[src/shared/rx_regs_pkg.sv]
package rx_regs_pkg;
   localparam int ADDR_W = 7;
   localparam int DATA_W = 8;
   // register offsets
   localparam logic [6:0] OFFSET_HOLD_CTRL_ADDR = 7'h08;
   localparam logic [6:0] LO_WORD_HIGH_ADDR = 7'h09;
   localparam logic [6:0] LO_WORD_MID_ADDR = 7'h0a;
   localparam logic [6:0] LO_WORD_LOW_ADDR = 7'h0b;
   localparam logic [6:0] PREAMBLE_LEN_ADDR = 7'h0c;
   localparam logic [6:0] PATTERN_LOW_ADDR = 7'h0d;
   localparam logic [6:0] PATTERN_HIGH_ADDR = 7'h0e;
   localparam logic [6:0] STRENGTH_ADDR = 7'h10;
   localparam logic [6:0] OFFSET_ERROR_ADDR = 7'h11;
   localparam logic [6:0] FILTER_OUT_ADDR = 7'h12;
   // field positions
   localparam int HOLD_BIT_POS = 6;
   localparam int RESERVED_MSB = 5;
   localparam int LEN_FIELD_MSB = 3;
   // reset values
   localparam logic [7:0] OFFSET_HOLD_CTRL_RST = 8'h00;
   localparam logic [7:0] LO_WORD_HIGH_RST = 8'h13;
   localparam logic [7:0] LO_WORD_MID_RST = 8'ha9;
   localparam logic [7:0] LO_WORD_LOW_RST = 8'h9a;
   localparam logic [3:0] PREAMBLE_LEN_RST = 4'hf;
   localparam logic [7:0] PATTERN_LOW_RST = 8'h00;
   localparam logic [7:0] PATTERN_HIGH_RST = 8'h00;
   localparam logic [7:0] READOUT_RST = 8'h00;
   localparam logic [7:0] UNMAPPED_READ = 8'h00;
   // hold state of the offset loop
   typedef enum logic {TRACKING, HOLDING} hold_state_e;
endpackage

[src/rx_lo_preamble_readout_regs.sv]
`timescale 1ns/1ps
// What this block does
// - hold bit set: freeze offset after preamble
// - hold bit clear: offset keeps updating
// - hold bit ignored in amplitude-keyed mode
// - centre word bits 23:16 at 0x09, reset 0x13
// - centre word bits 15:8 at 0x0A, reset 0xA9
// - centre word bits 7:0 at 0x0B, reset 0x9A
// - pattern length is field plus one, reset 0xF
// - pattern bits 7:0 in lower pattern register
// - pattern bits 15:8 in upper, reset zero
// - frequency error signed read-only register
// - filter output signed read-only at 0x12
module rx_lo_preamble_readout_regs (
   input wire logic ref_clk,
   input wire logic resetn,
   input wire logic clk_en,
   input wire logic [rx_regs_pkg::ADDR_W-1:0] reg_addr,
   input wire logic reg_wr_en,
   input wire logic [rx_regs_pkg::DATA_W-1:0] reg_wr_data,
   input wire logic reg_rd_en,
   output logic [rx_regs_pkg::DATA_W-1:0] reg_rd_data,
   input wire logic fsk_mode,
   input wire logic preamble_detected,
   input wire logic frame_restart,
   input wire logic offset_update_valid,
   input wire logic [7:0] offset_update,
   input wire logic strength_valid,
   input wire logic [7:0] signal_strength_in,
   input wire logic offset_error_valid,
   input wire logic [7:0] offset_error_in,
   input wire logic filter_valid,
   input wire logic [7:0] filter_in,
   output logic [23:0] local_osc_center_word,
   output logic [4:0] preamble_pattern_length,
   output logic [15:0] preamble_pattern_bits,
   output logic offset_held,
   output logic [7:0] applied_offset
);

   ////////////////////////////////////////////////////////////////////
   logic [7:0] hold_ctrl_r;
   logic [7:0] lo_high_r;
   logic [7:0] lo_mid_r;
   logic [7:0] lo_low_r;
   logic [3:0] len_r;
   logic [4:0] len_out_r;
   logic [7:0] pat_low_r;
   logic [7:0] pat_high_r;
   logic [7:0] signal_strength_reading;
   logic [7:0] offset_error_reading;
   logic [7:0] post_demod_filter_reading;
   logic [7:0] rd_data_r;
   logic [7:0] offset_r;
   rx_regs_pkg::hold_state_e hold_r;
   rx_regs_pkg::hold_state_e hold_nxt;

   wire wr = clk_en && reg_wr_en;
   wire wr_hold = wr && (reg_addr == rx_regs_pkg::OFFSET_HOLD_CTRL_ADDR);
   wire wr_lo_high = wr && (reg_addr == rx_regs_pkg::LO_WORD_HIGH_ADDR);
   wire wr_lo_mid = wr && (reg_addr == rx_regs_pkg::LO_WORD_MID_ADDR);
   wire wr_lo_low = wr && (reg_addr == rx_regs_pkg::LO_WORD_LOW_ADDR);
   wire wr_len = wr && (reg_addr == rx_regs_pkg::PREAMBLE_LEN_ADDR);
   wire wr_pat_low = wr && (reg_addr == rx_regs_pkg::PATTERN_LOW_ADDR);
   wire wr_pat_high = wr && (reg_addr == rx_regs_pkg::PATTERN_HIGH_ADDR);
   // one extra bit carries the plus-one without wrap at 0xf;
   // flopped apart from the field so the output needs no adder behind it
   wire [4:0] len_wr_plus_one =
      {1'b0, reg_wr_data[rx_regs_pkg::LEN_FIELD_MSB:0]} + 5'h01;
   // amplitude-keyed reception never holds
   wire hold_enable = hold_ctrl_r[rx_regs_pkg::HOLD_BIT_POS] && fsk_mode;
   // bit 7 is unimplemented and always reads zero
   wire [7:0] hold_read = {1'b0, hold_ctrl_r[6:0]};
   wire [7:0] rd_mux =
      (reg_addr == rx_regs_pkg::OFFSET_HOLD_CTRL_ADDR) ? hold_read :
      (reg_addr == rx_regs_pkg::LO_WORD_HIGH_ADDR) ? lo_high_r :
      (reg_addr == rx_regs_pkg::LO_WORD_MID_ADDR) ? lo_mid_r :
      (reg_addr == rx_regs_pkg::LO_WORD_LOW_ADDR) ? lo_low_r :
      (reg_addr == rx_regs_pkg::PREAMBLE_LEN_ADDR) ? {4'h0, len_r} :
      (reg_addr == rx_regs_pkg::PATTERN_LOW_ADDR) ? pat_low_r :
      (reg_addr == rx_regs_pkg::PATTERN_HIGH_ADDR) ? pat_high_r :
      (reg_addr == rx_regs_pkg::STRENGTH_ADDR) ? signal_strength_reading :
      (reg_addr == rx_regs_pkg::OFFSET_ERROR_ADDR) ? offset_error_reading :
      (reg_addr == rx_regs_pkg::FILTER_OUT_ADDR) ? post_demod_filter_reading :
      rx_regs_pkg::UNMAPPED_READ;

   ////////////////////////////////////////////////////////////////////
   // writable registers; reserved hold bits are stored as written
   always_ff @(posedge ref_clk or negedge resetn) begin
      if (!resetn) begin
         hold_ctrl_r <= rx_regs_pkg::OFFSET_HOLD_CTRL_RST;
         lo_high_r <= rx_regs_pkg::LO_WORD_HIGH_RST;
         lo_mid_r <= rx_regs_pkg::LO_WORD_MID_RST;
         lo_low_r <= rx_regs_pkg::LO_WORD_LOW_RST;
         len_r <= rx_regs_pkg::PREAMBLE_LEN_RST;
         len_out_r <= {1'b0, rx_regs_pkg::PREAMBLE_LEN_RST} + 5'h01;
         pat_low_r <= rx_regs_pkg::PATTERN_LOW_RST;
         pat_high_r <= rx_regs_pkg::PATTERN_HIGH_RST;
      end else begin
         if (wr_hold) hold_ctrl_r <= reg_wr_data;
         if (wr_lo_high) lo_high_r <= reg_wr_data;
         if (wr_lo_mid) lo_mid_r <= reg_wr_data;
         if (wr_lo_low) lo_low_r <= reg_wr_data;
         if (wr_len) len_r <= reg_wr_data[rx_regs_pkg::LEN_FIELD_MSB:0];
         if (wr_len) len_out_r <= len_wr_plus_one;
         if (wr_pat_low) pat_low_r <= reg_wr_data;
         if (wr_pat_high) pat_high_r <= reg_wr_data;
      end
   end

   ////////////////////////////////////////////////////////////////////
   // readouts follow hardware only; bus writes never reach them
   always_ff @(posedge ref_clk or negedge resetn) begin
      if (!resetn) begin
         signal_strength_reading <= rx_regs_pkg::READOUT_RST;
         offset_error_reading <= rx_regs_pkg::READOUT_RST;
         post_demod_filter_reading <= rx_regs_pkg::READOUT_RST;
         rd_data_r <= rx_regs_pkg::UNMAPPED_READ;
      end else if (clk_en) begin
         if (strength_valid) signal_strength_reading <= signal_strength_in;
         if (offset_error_valid) offset_error_reading <= offset_error_in;
         if (filter_valid) post_demod_filter_reading <= filter_in;
         if (reg_rd_en) rd_data_r <= rd_mux;
      end
   end

   ////////////////////////////////////////////////////////////////////
   // hold lasts until the frame restarts or hold_enable drops; a restart in the detect cycle wins
   always_comb begin
      hold_nxt = hold_r;
      case (hold_r)
         rx_regs_pkg::TRACKING: begin
            if (hold_enable && preamble_detected && !frame_restart) begin
               hold_nxt = rx_regs_pkg::HOLDING;
            end
         end
         rx_regs_pkg::HOLDING: begin
            if (!hold_enable || frame_restart) begin
               hold_nxt = rx_regs_pkg::TRACKING;
            end
         end
         default: hold_nxt = rx_regs_pkg::TRACKING;
      endcase
   end

   always_ff @(posedge ref_clk or negedge resetn) begin
      if (!resetn) begin
         hold_r <= rx_regs_pkg::TRACKING;
         offset_r <= 8'h00;
      end else if (clk_en) begin
         hold_r <= hold_nxt;
         if (offset_update_valid && hold_r == rx_regs_pkg::TRACKING) begin
            offset_r <= offset_update;
         end
      end
   end

   assign reg_rd_data = rd_data_r;
   assign local_osc_center_word = {lo_high_r, lo_mid_r, lo_low_r};
   assign preamble_pattern_length = len_out_r;
   assign preamble_pattern_bits = {pat_high_r, pat_low_r};
   assign offset_held = (hold_r == rx_regs_pkg::HOLDING);
   assign applied_offset = offset_r;
endmodule

[config.mk]
export PLATFORM = sky130hd
export DESIGN_NAME = rx_lo_preamble_readout_regs
export DESIGN_NICKNAME = d
export VERILOG_FILES = /design/src/shared/rx_regs_pkg.sv /design/src/rx_lo_preamble_readout_regs.sv
export SDC_FILE = /design/constraint.sdc
export NUM_CORES = 1
export LEC_CHECK = 0
export BUFFER_PORTS_ARGS = -buffer_cell sky130_fd_sc_hd__clkbuf_2
export CAP_MARGIN = 20
export CORE_ASPECT_RATIO = 2
export CORE_MARGIN = 10
export CORE_UTILIZATION = 30
export DETAILED_ROUTE_END_ITERATION = 16
export MAX_ROUTING_LAYER = met4
export PLACE_DENSITY = 0.52
export SETUP_SLACK_MARGIN = 0.02
export SLEW_MARGIN = 20
export SYNTH_ARGS = -nofsm -noshare
export SYNTH_HDL_FRONTEND = slang
export SYNTH_SLANG_ARGS = --single-unit
[constraint.sdc]
create_clock -name ref_clk -period 1.5 [get_ports ref_clk]
set_input_delay 0.075 -clock ref_clk [delete_from_list [all_inputs] [get_ports ref_clk]]
set_output_delay 0.075 -clock ref_clk [all_outputs]
set_load 0.02 [all_outputs]
**After elaboration in Yosys (flattened, before gate mapping)**

Cells that the tools add are included.

- Flip-flop bits (word level): 97
- Latch bits: 0
- Bits in writable memories: 0
- ROM bits: 0
- Input port bits: 59
- Output and inout bits: 62
- Word-level logic and storage cells: 59
- Memories: 0

- Add/sub/neg operators: 1
- Multipliers: 0
- Divide/modulo/power cells: 0
- Magnitude comparators: 0
- Eq/ne operators: 10
- Shift operators: 0
- Mux-type cells: 13
- Bitwise gates (word level): 1
- Reduce and logical (&&, ||, !) cells: 20

Operators by type and width:

| kind | number |
|---|---|
| $mux 8 | 10 |
| $eq 7x4->1 const B | 7 |
| $eq 7x5->1 const B | 3 |
| $logic_and 1x1->1 | 12 |
| $reduce_and 2->1 | 5 |
| $add 4x1->5 const B | 1 |
| $logic_not 1->1 | 2 |
| $mux 1 | 2 |
| $pmux 1 s2 | 1 |
| $logic_or 1x1->1 | 1 |
| $not 1->1 | 1 |

**Longest topological paths before layout**

Gate-level depths: netlist of the first run.

- Depth in word-level cells: 11
- Depth in mapped cells: 7
- Depth with buffers taken out: 5

**Worst setup path after synthesis of the first run**

No wires, ideal clock.

- Kind: input-to-reg
- Start: input reg_addr[5] (netlist bit)
- End: register lo_high_r[5]
- Library setup time: 125 ps
- Data arrival time: 1642 ps
- Data required time: 1375 ps
- Path slack: -267 ps
- Stages on the path: 6
- Path buffers: 1
- Cells stage by stage: or4b_1 > buf_4 > nor2_8 > nand3_4 > nor3_4 > mux2_2

- Word-level cells in the longest chain between the ends: 2

Ends and longest elaborated chain:

| what | RTL line | text |
|---|---|---|
| start, declared | rx_lo_preamble_readout_regs.sv:18 | `input wire logic [rx_regs_pkg::ADDR_W-1:0] reg_addr,` |
| $eq 7x4->1 | rx_lo_preamble_readout_regs.sv:60 | `wire wr_lo_high = wr && (reg_addr == rx_regs_pkg::LO_WORD_HIGH_ADDR);` |
| $logic_and 1x1->1 | rx_lo_preamble_readout_regs.sv:60 |  |
| end signal, assigned | rx_lo_preamble_readout_regs.sv:92 | `lo_high_r <= rx_regs_pkg::LO_WORD_HIGH_RST;` |
| end signal, assigned | rx_lo_preamble_readout_regs.sv:101 | `if (wr_lo_high) lo_high_r <= reg_wr_data;` |
| end, declared | rx_lo_preamble_readout_regs.sv:43 | `logic [7:0] lo_high_r;` |

No other way between the ends.
A chain may end at the register's enable or synchronous reset.

**Worst setup path after layout of the first run**

- Start: input reg_addr[4] (netlist bit)
- End: register pat_low_r[6]

- Word-level cells in the longest chain between the ends: 2

Ends and longest elaborated chain:

| what | RTL line | text |
|---|---|---|
| $eq 7x4->1 | rx_lo_preamble_readout_regs.sv:64 | `wire wr_pat_low = wr && (reg_addr == rx_regs_pkg::PATTERN_LOW_ADDR);` |
| $logic_and 1x1->1 | rx_lo_preamble_readout_regs.sv:64 |  |
| end signal, assigned | rx_lo_preamble_readout_regs.sv:97 | `pat_low_r <= rx_regs_pkg::PATTERN_LOW_RST;` |
| end signal, assigned | rx_lo_preamble_readout_regs.sv:106 | `if (wr_pat_low) pat_low_r <= reg_wr_data;` |
| end, declared | rx_lo_preamble_readout_regs.sv:48 | `logic [7:0] pat_low_r;` |

No other way between the ends.

==> impl_metrics.py, run 1 <==
metrics = {
    "run_status": {
        "status": "finished clean",
    },
    "detailed_routing": {
        "remaining_drc_errors": 0,
        "drt_iter0_markers": 151,
        "drt-pass1-iter-count": 4,
        "avgRoutedWirePerCell_um": 20.6,
        "vias": 3849,
        "via_per_inst": 4.89,
        "finalWirelength_um": 16200,
        "ant_nets": 0,
    },
    "synth": {
        "synthArstFlopShare": 1.00,
        "avgSynthCellArea_um2": 12.4,
        "synth_area_leader_cell": "dfrtp_1",
        "yosysWarnings": 0,
        "yosysTopAreaCellShare": 0.439,
        "synth_most_common_cell": "mux2_2",
        "ys_top_cells_by_area": "dfrtp_1 44%, mux2_2 21%, dfstp_2 9.1%",
        "ys.flop_type": "dfrtp_1",
        "ys_seq_area_frac": 0.530,
        "ys_types": 48,
        "synth_common_cells": "86 x mux2_2, 81 x dfrtp_1, 21 x a21oi_1",
        "synth_nets": 433,
        "syn_inst": 373,
        "ys_ff_latch": 97,
        "syn_area_um2": 4620,
        "synth_edf_count": 0,
    },
    "worst_hold_path": {
        "worstHoldPathType": "in2reg",
    },
    "clock_tree": {
        "insertion_delay_ns": 0.35,
        "path_clk_slew_ns": 0.06,
        "cts_root_buf": "clkbuf_16",
        "cts_buffers": 9,
        "htreeDepth": 3,
        "cts_tree": "yes",
        "cts_buffer_depth": 2,
        "cts_num_sinks": 97,
    },
    "floorplan": {
        "dieArea_um2": 21100,
        "ios": 121,
        "rows": 64,
        "core_um2": 15200,
        "die_y_um": 195,
        "dieWidth_um": 108,
        "initial_core_util": 0.304,
    },
    "job": {
        "cap_viol_max_count": 0,
    },
    "critical_path": {
        "cp-start-kind": "input port",
        "ff2ff_setup_slack_ns": 0.07,
        "endpoint": "pat_low_r[6]",
        "required_ns": 1.73,
        "reg2reg_from": "hold_ctrl_r[4]",
        "worstSetupPathType": "in2reg",
        "cp_max_fo": 6,
        "r2r-end": "reg_rd_data[4]",
        "reg2regPathDepth": 5,
        "critPathArrivalTime_ns": 1.71,
        "critPathLaunch": "reg_addr[4]",
        "end_kind": "flop",
    },
    "timing": {
        "fmax_ghz": 0.676,
        "timing.final.crit_share": 0.986,
        "fin_ws_ns": 0.0208,
        "rsz0062_at_grt": "yes",
        "worst_pin_slew_ns": 0.467,
        "skew_ns": 0.00712,
        "hold_viol": 0,
        "drv_slew": 0,
        "setup_viol": 0,
        "period_needed_ns": 1.48,
        "relSlewSlack": 0.689,
        "whs_ns": 0.0145,
    },
    "global_routing": {
        "antenna_found_initial": 0,
        "grt-ovfl-total": 0,
        "grt_pass1_vias": 4252,
        "grt_max_degree": 38,
        "track_usage": 0.159,
        "grt_pass1_wl_um": 24800,
    },
    "layout": {
        "antennaDiodeCount": 0,
        "fin_cells": 787,
        "fillerInstances": 1489,
        "final_layout_size_suffix_gt1_frac": 0.548,
        "layout.nets": 644,
        "areaGrowthSynthToFinish_pct": 45.7,
    },
    "power_and_ir_drop": {
        "leakagePower_uw": 0.00317,
        "vdd_drop_max_uv": 619,
        "finalPower_uw": 6730,
        "power_per_cell_area_nw_per_um2": 1000,
    },
    "placed_design": {
        "port_buffers": 120,
        "place_congestion": 0.909,
        "dpl_worst_slack_ns": -0.356,
        "hpwl_um": 12900,
        "dp.cells": 736,
    },
}
[final cells by class]
type                    instances  area, um2  share of cell area
flip-flops and latches         97       2450               0.364
clock inverters                 5       86.3              0.0128
multi-input cells             252       2160               0.320
clock buffers                  11        243              0.0361
well taps                     198        248              0.0368
repair buffers                220       1530               0.228
inverters                       4       15.0             0.00223
[metrics by stage]
| stage | cell area (um2) | util | TNS [ns] |
|---|---|---|---|
| detailed placement | 5970 | 0.393 | -16.51 |
| floorplan | 4640 | - | -9.86 |
| global placement | 5970 | 0.393 | -15.53 |
| global route | 6730 | 0.442 | -0.0706 |
| finish | 6730 | 0.442 | 0 |
| CTS | 6640 | 0.436 | 0 |
[critical path, stage by stage]
cell and delay [ns]:
buf_6 0.09, or4b_4 0.61, nor2_2 0.16, nand4_1 0.26
buf_6 0.24, mux2_2 0.27
[placed cells by master, fill, tap and decap left out, drive strengths merged, types with 3 or more instances in the layout]
cell,n
inv,5
nand2,18
a22oi,7
a21oi,21
dlygate4sd3,33
nor2,14
dfstp,16
a31oi,5
and2,4
a221oi,3
dfrtp,81
a22o,3
nor2b,3
nand3,15
nor3,3
nand2b,4
clkbuf,129
a211oi,5
o22ai,7
buf,69
mux2,86
o21ai,20
mux2i,8
[flip-flops by register name (all words and copies together) (netlist names)]
signal,flops
preamble_pattern_length,5
applied_offset,8
offset_held,1
pat_low_r,8
lo_mid_r,8
signal_strength_reading,8
lo_low_r,8
len_r,4
lo_high_r,8
reg_rd_data,8
hold_ctrl_r,7
offset_error_reading,8
post_demod_filter_reading,8
pat_high_r,8
[metal layers]
layer / part of all wire / vias to the layer above / GRT usage / wire length (um)
met5: 0 / - / - / 0
met3: 0.033 / 17 / 0.0297 / 531
met2: 0.59 / 87 / 0.297 / 9470
met1: 0.36 / 1939 / 0.154 / 5750
met4: 0.027 / 0 / 0.0627 / 434
li1: - / 1806 / - / -
[power breakdown]
group	switching [uW]	total, uW	internal (uW)
sequential	158	3020	2860
combinational	608	1160	556
clock	1020	2550	1520
total	1790	6730	4940
[worst min-delay path by stage]
stage,cells past startpoint,startpoint,end
after global routing,3,preamble_detected,offset_held
final,3,preamble_detected,offset_held
after CTS,3,preamble_detected,offset_held
after detailed placement,1,resetn,applied_offset[1]
after global placement,1,resetn,applied_offset[5]
after floorplan,0,resetn,applied_offset[0]
[cell families after synthesis]
logic type / count (synthesis) / synth area share
DFF: 97 / 0.530
muxes: 96 / 0.237
AOI/OAI and AO/OA: 83 / 0.114
and+or+nand+nor: 70 / 0.0902
buffers and inverters: 24 / 0.0225
xor gates and xnor gates: 2 / 0.00379
adders and majority gates: 1 / 0.00271
[repair_timing]
action                                  4_1_cts  5_1_grt
hold endpoints to repair                     63        0
hold buffers                                 33        0
buffers inserted                              0        2
gates resized for setup                       1       18
pin swaps                                     0        4
endpoints found under the setup margin        4       36
No activity file was read; power rests on OpenSTA's default activity.
==> inputs of run 2 (changes only) <==
--- a/config.mk
+++ b/config.mk
@@ -5,6 +5,7 @@
 export SDC_FILE = /design/constraint.sdc
 export NUM_CORES = 1
 export LEC_CHECK = 0
+export ABC_AREA = 1
 export BUFFER_PORTS_ARGS = -buffer_cell sky130_fd_sc_hd__clkbuf_2
 export CAP_MARGIN = 20
 export CORE_ASPECT_RATIO = 2
@@ -12,7 +13,7 @@
 export CORE_UTILIZATION = 30
 export DETAILED_ROUTE_END_ITERATION = 16
 export MAX_ROUTING_LAYER = met4
-export PLACE_DENSITY = 0.52
+export PLACE_DENSITY = 0.53
 export SETUP_SLACK_MARGIN = 0.02
 export SLEW_MARGIN = 20
 export SYNTH_ARGS = -nofsm -noshare
==> run 2 against run 1 <==
Effect of this change:
- highest routed layer unchanged
- sequential power about the same
- first-iteration DRC count increased by 7.9%
- non-clock buffer count decreased by 43
- largest cell class unchanged
- via count increased by 2.2%
- clock power decreased by 2%
- hold slack got worse by 0.0051 ns
- largest power group unchanged
- combinational power decreased by 20%
- total power decreased by 4.6%
==> impl_metrics.py, run 2 <==
metrics = {
    "run_status": {
        "status": "finished clean",
    },
    "placed_design": {
        "hpwl_um": 11800,
        "place_congestion": 0.913,
        "port_buffers": 120,
    },
    "detailed_routing": {
        "vias": 3933,
        "drt-pass1-iter-count": 4,
        "drt_iter0_markers": 163,
        "avgRoutedWirePerCell_um": 17.2,
        "finalWirelength_um": 14700,
        "via_per_inst": 4.58,
        "remaining_drc_errors": 0,
        "ant_nets": 0,
    },
    "global_routing": {
        "grt_pass1_vias": 4426,
        "grt-ovfl-total": 0,
        "busiest_layer": "met2",
        "track_usage": 0.154,
        "grt_util_met3": 0.0258,
        "grt_max_degree": 49,
        "grt.met2_usage": 0.274,
        "grt_pass1_wl_um": 23700,
        "antenna_found_initial": 0,
        "met1_usage": 0.159,
    },
    "critical_path": {
        "cp-start-kind": "flop",
        "slowest_delay_ns": 0.36,
        "required_ns": 1.74,
        "slowest_stage": "dfrtp_1",
        "critPathArrivalTime_ns": 1.54,
        "worstSetupPathType": "reg2reg",
        "end_kind": "flop",
        "critical_path.cell_chain": "inv_1 -> nor2_1 -> nor2_1 -> nand4_1 -> nor2_1 -> nand3_1 -> nand2_1 -> nand2_1",
        "crit_top_cell": "nor2_1",
        "cp_max_fo": 2,
    },
    "job": {
        "cap_viol_max_count": 0,
    },
    "clock_tree": {
        "htreeDepth": 3,
        "cts_buffers": 9,
        "path_clk_slew_ns": 0.07,
        "insertion_delay_ns": 0.35,
        "cts_resized": 0,
        "cts_num_sinks": 97,
        "cts_tree": "yes",
        "cts_root_buf": "clkbuf_16",
        "cts_buffer_depth": 2,
    },
    "timing": {
        "timing.final.crit_share": 0.869,
        "fmax_ghz": 0.767,
        "skew_ns": 0.00767,
        "rsz0062_at_grt": "no",
        "worst_pin_slew_ns": 0.605,
        "drv_slew": 0,
        "setup_viol": 0,
        "setup_tns_ns": 0,
        "hold_viol": 0,
        "period_needed_ns": 1.30,
        "relSlewSlack": 0.596,
    },
    "layout": {
        "final_util": 0.422,
        "final_layout_size_suffix_gt1_frac": 0.336,
        "layout.nets": 722,
        "final_cell_mix": "140 x nand2_1, 119 x clkbuf_2, 81 x dfrtp_1",
        "fillerInstances": 1498,
        "final_common_cell": "nand2_1",
        "areaGrowthSynthToFinish_pct": 37.2,
        "antennaDiodeCount": 0,
    },
    "synth": {
        "ys.flop_type": "dfrtp_1",
        "synth_nets": 544,
        "synth_most_common_cell": "nand2_1",
        "yosysWarnings": 0,
        "ys_types": 30,
        "synth_edf_count": 0,
        "ys_top_cells_by_area": "dfrtp_1 46%, nand2_1 12%, dfstp_2 9.5%",
        "ys_seq_area_frac": 0.551,
        "yosysTopAreaCellShare": 0.456,
        "synth_area_leader_cell": "dfrtp_1",
        "syn_inst": 484,
        "synth_common_cells": "140 x nand2_1, 81 x dfrtp_1, 53 x o21ai_0",
        "syn_area_um2": 4440,
        "synthArstFlopShare": 1.00,
        "avgSynthCellArea_um2": 9.18,
        "ys_ff_latch": 97,
    },
    "floorplan": {
        "dieWidth_um": 106,
        "initial_core_util": 0.308,
        "ios": 121,
        "rows": 62,
        "core_um2": 14400,
        "dieArea_um2": 20400,
        "die_y_um": 192,
    },
    "worst_hold_path": {
        "worstHoldPathType": "in2reg",
    },
    "power_and_ir_drop": {
        "power_per_cell_area_nw_per_um2": 1050,
        "vdd_drop_max_uv": 499,
        "leakagePower_uw": 0.00304,
    },
}
run 2: cell types whose count changed in the layout (fill, tap and decap cells not counted), moves of 7 or more:
cell	change
o21ai_0	+34
nand4_1	+10
nor2_1	+23
mux2_2	-47
inv_1	+30
nand3_1	+8
a21oi_1	-9
nand2_1	+122
nand2_2	+7
buf_4	-42
mux2_4	-12
mux2i_1	-8
run 2: layout make-up:
cell class	instances	area, um2	area share
clock inverter	7	95.1	0.0156
multi-input combinational	341	1790	0.294
inverter	36	135	0.0222
tap	192	240	0.0394
clock buffer	9	225	0.0369
timing repair buffer	177	1160	0.190
sequential	97	2450	0.401
run 2: worst max-delay path, delay by kind of cell, from the launching register on:
kind | cells | cell delay, ns
buffers and inverters | 1 | 0.11
flip-flops | 1 | 0.36
AND/OR/NAND/NOR | 7 | 0.71
run 2: routing by layer:
metal  vias to the layer above  routed length [um]
met1                      1862                5750
met3                        30                 350
met4                         0                 578
met2                       100                8050
met5                         -                   0
li1                       1941                   -
run 2: kinds of logic after synthesis:
kind of cell	synth area share
mux	0.0685
buf+inv	0.0456
simple gates	0.243
compound gates	0.0848
flops	0.551
xor+xnor	0.00394
fa+ha+maj	0.00282
run 2: metrics by stage:
stage          total power (uW)  instance area, um2  worst slack (ns)  hold slack, ns  cells
6_report                   6420                6100             0.197         0.00935    859
5_1_grt                    6710                6100            0.0549          0.0147    859
4_1_cts                    6510                6100             0.230         0.00360    859
3_5_place_dp               3930                5410           -0.0927         -0.0490    806
3_3_place_gp               3910                5410           -0.0753         -0.0484    806
2_1_floorplan              3470                4440             0.267          -0.221    484
run 2: repair_timing:
item                                   CTS  global route
buffers inserted                         0             0
hold buffers                            37             0
endpoints found under the hold margin  124             0
setup endpoints to repair                0             0
run 2: power breakdown:
| part | total, uW | switching (uW) | internal (uW) |
|---|---|---|---|
| Combinational | 929 | 535 | 394 |
| Clock | 2490 | 1020 | 1460 |
| Sequential | 3010 | 150 | 2860 |
run 2: path summary, 6_finish.rpt:
check	from	endpoint	slack [ns]	depth (start not counted)
max in group asynchronous	resetn	lo_high_r[0]	0.79	3
setup reg to reg	signal_strength_reading[3]	reg_rd_data[3]	0.20	8
setup / recovery	signal_strength_reading[3]	reg_rd_data[3]	0.20	8
hold reg to reg	reg_rd_data[3]	reg_rd_data[3]	0.48	2
hold / removal	preamble_detected	offset_held	0.009	3
min in group asynchronous	resetn	lo_low_r[0]	0.13	2
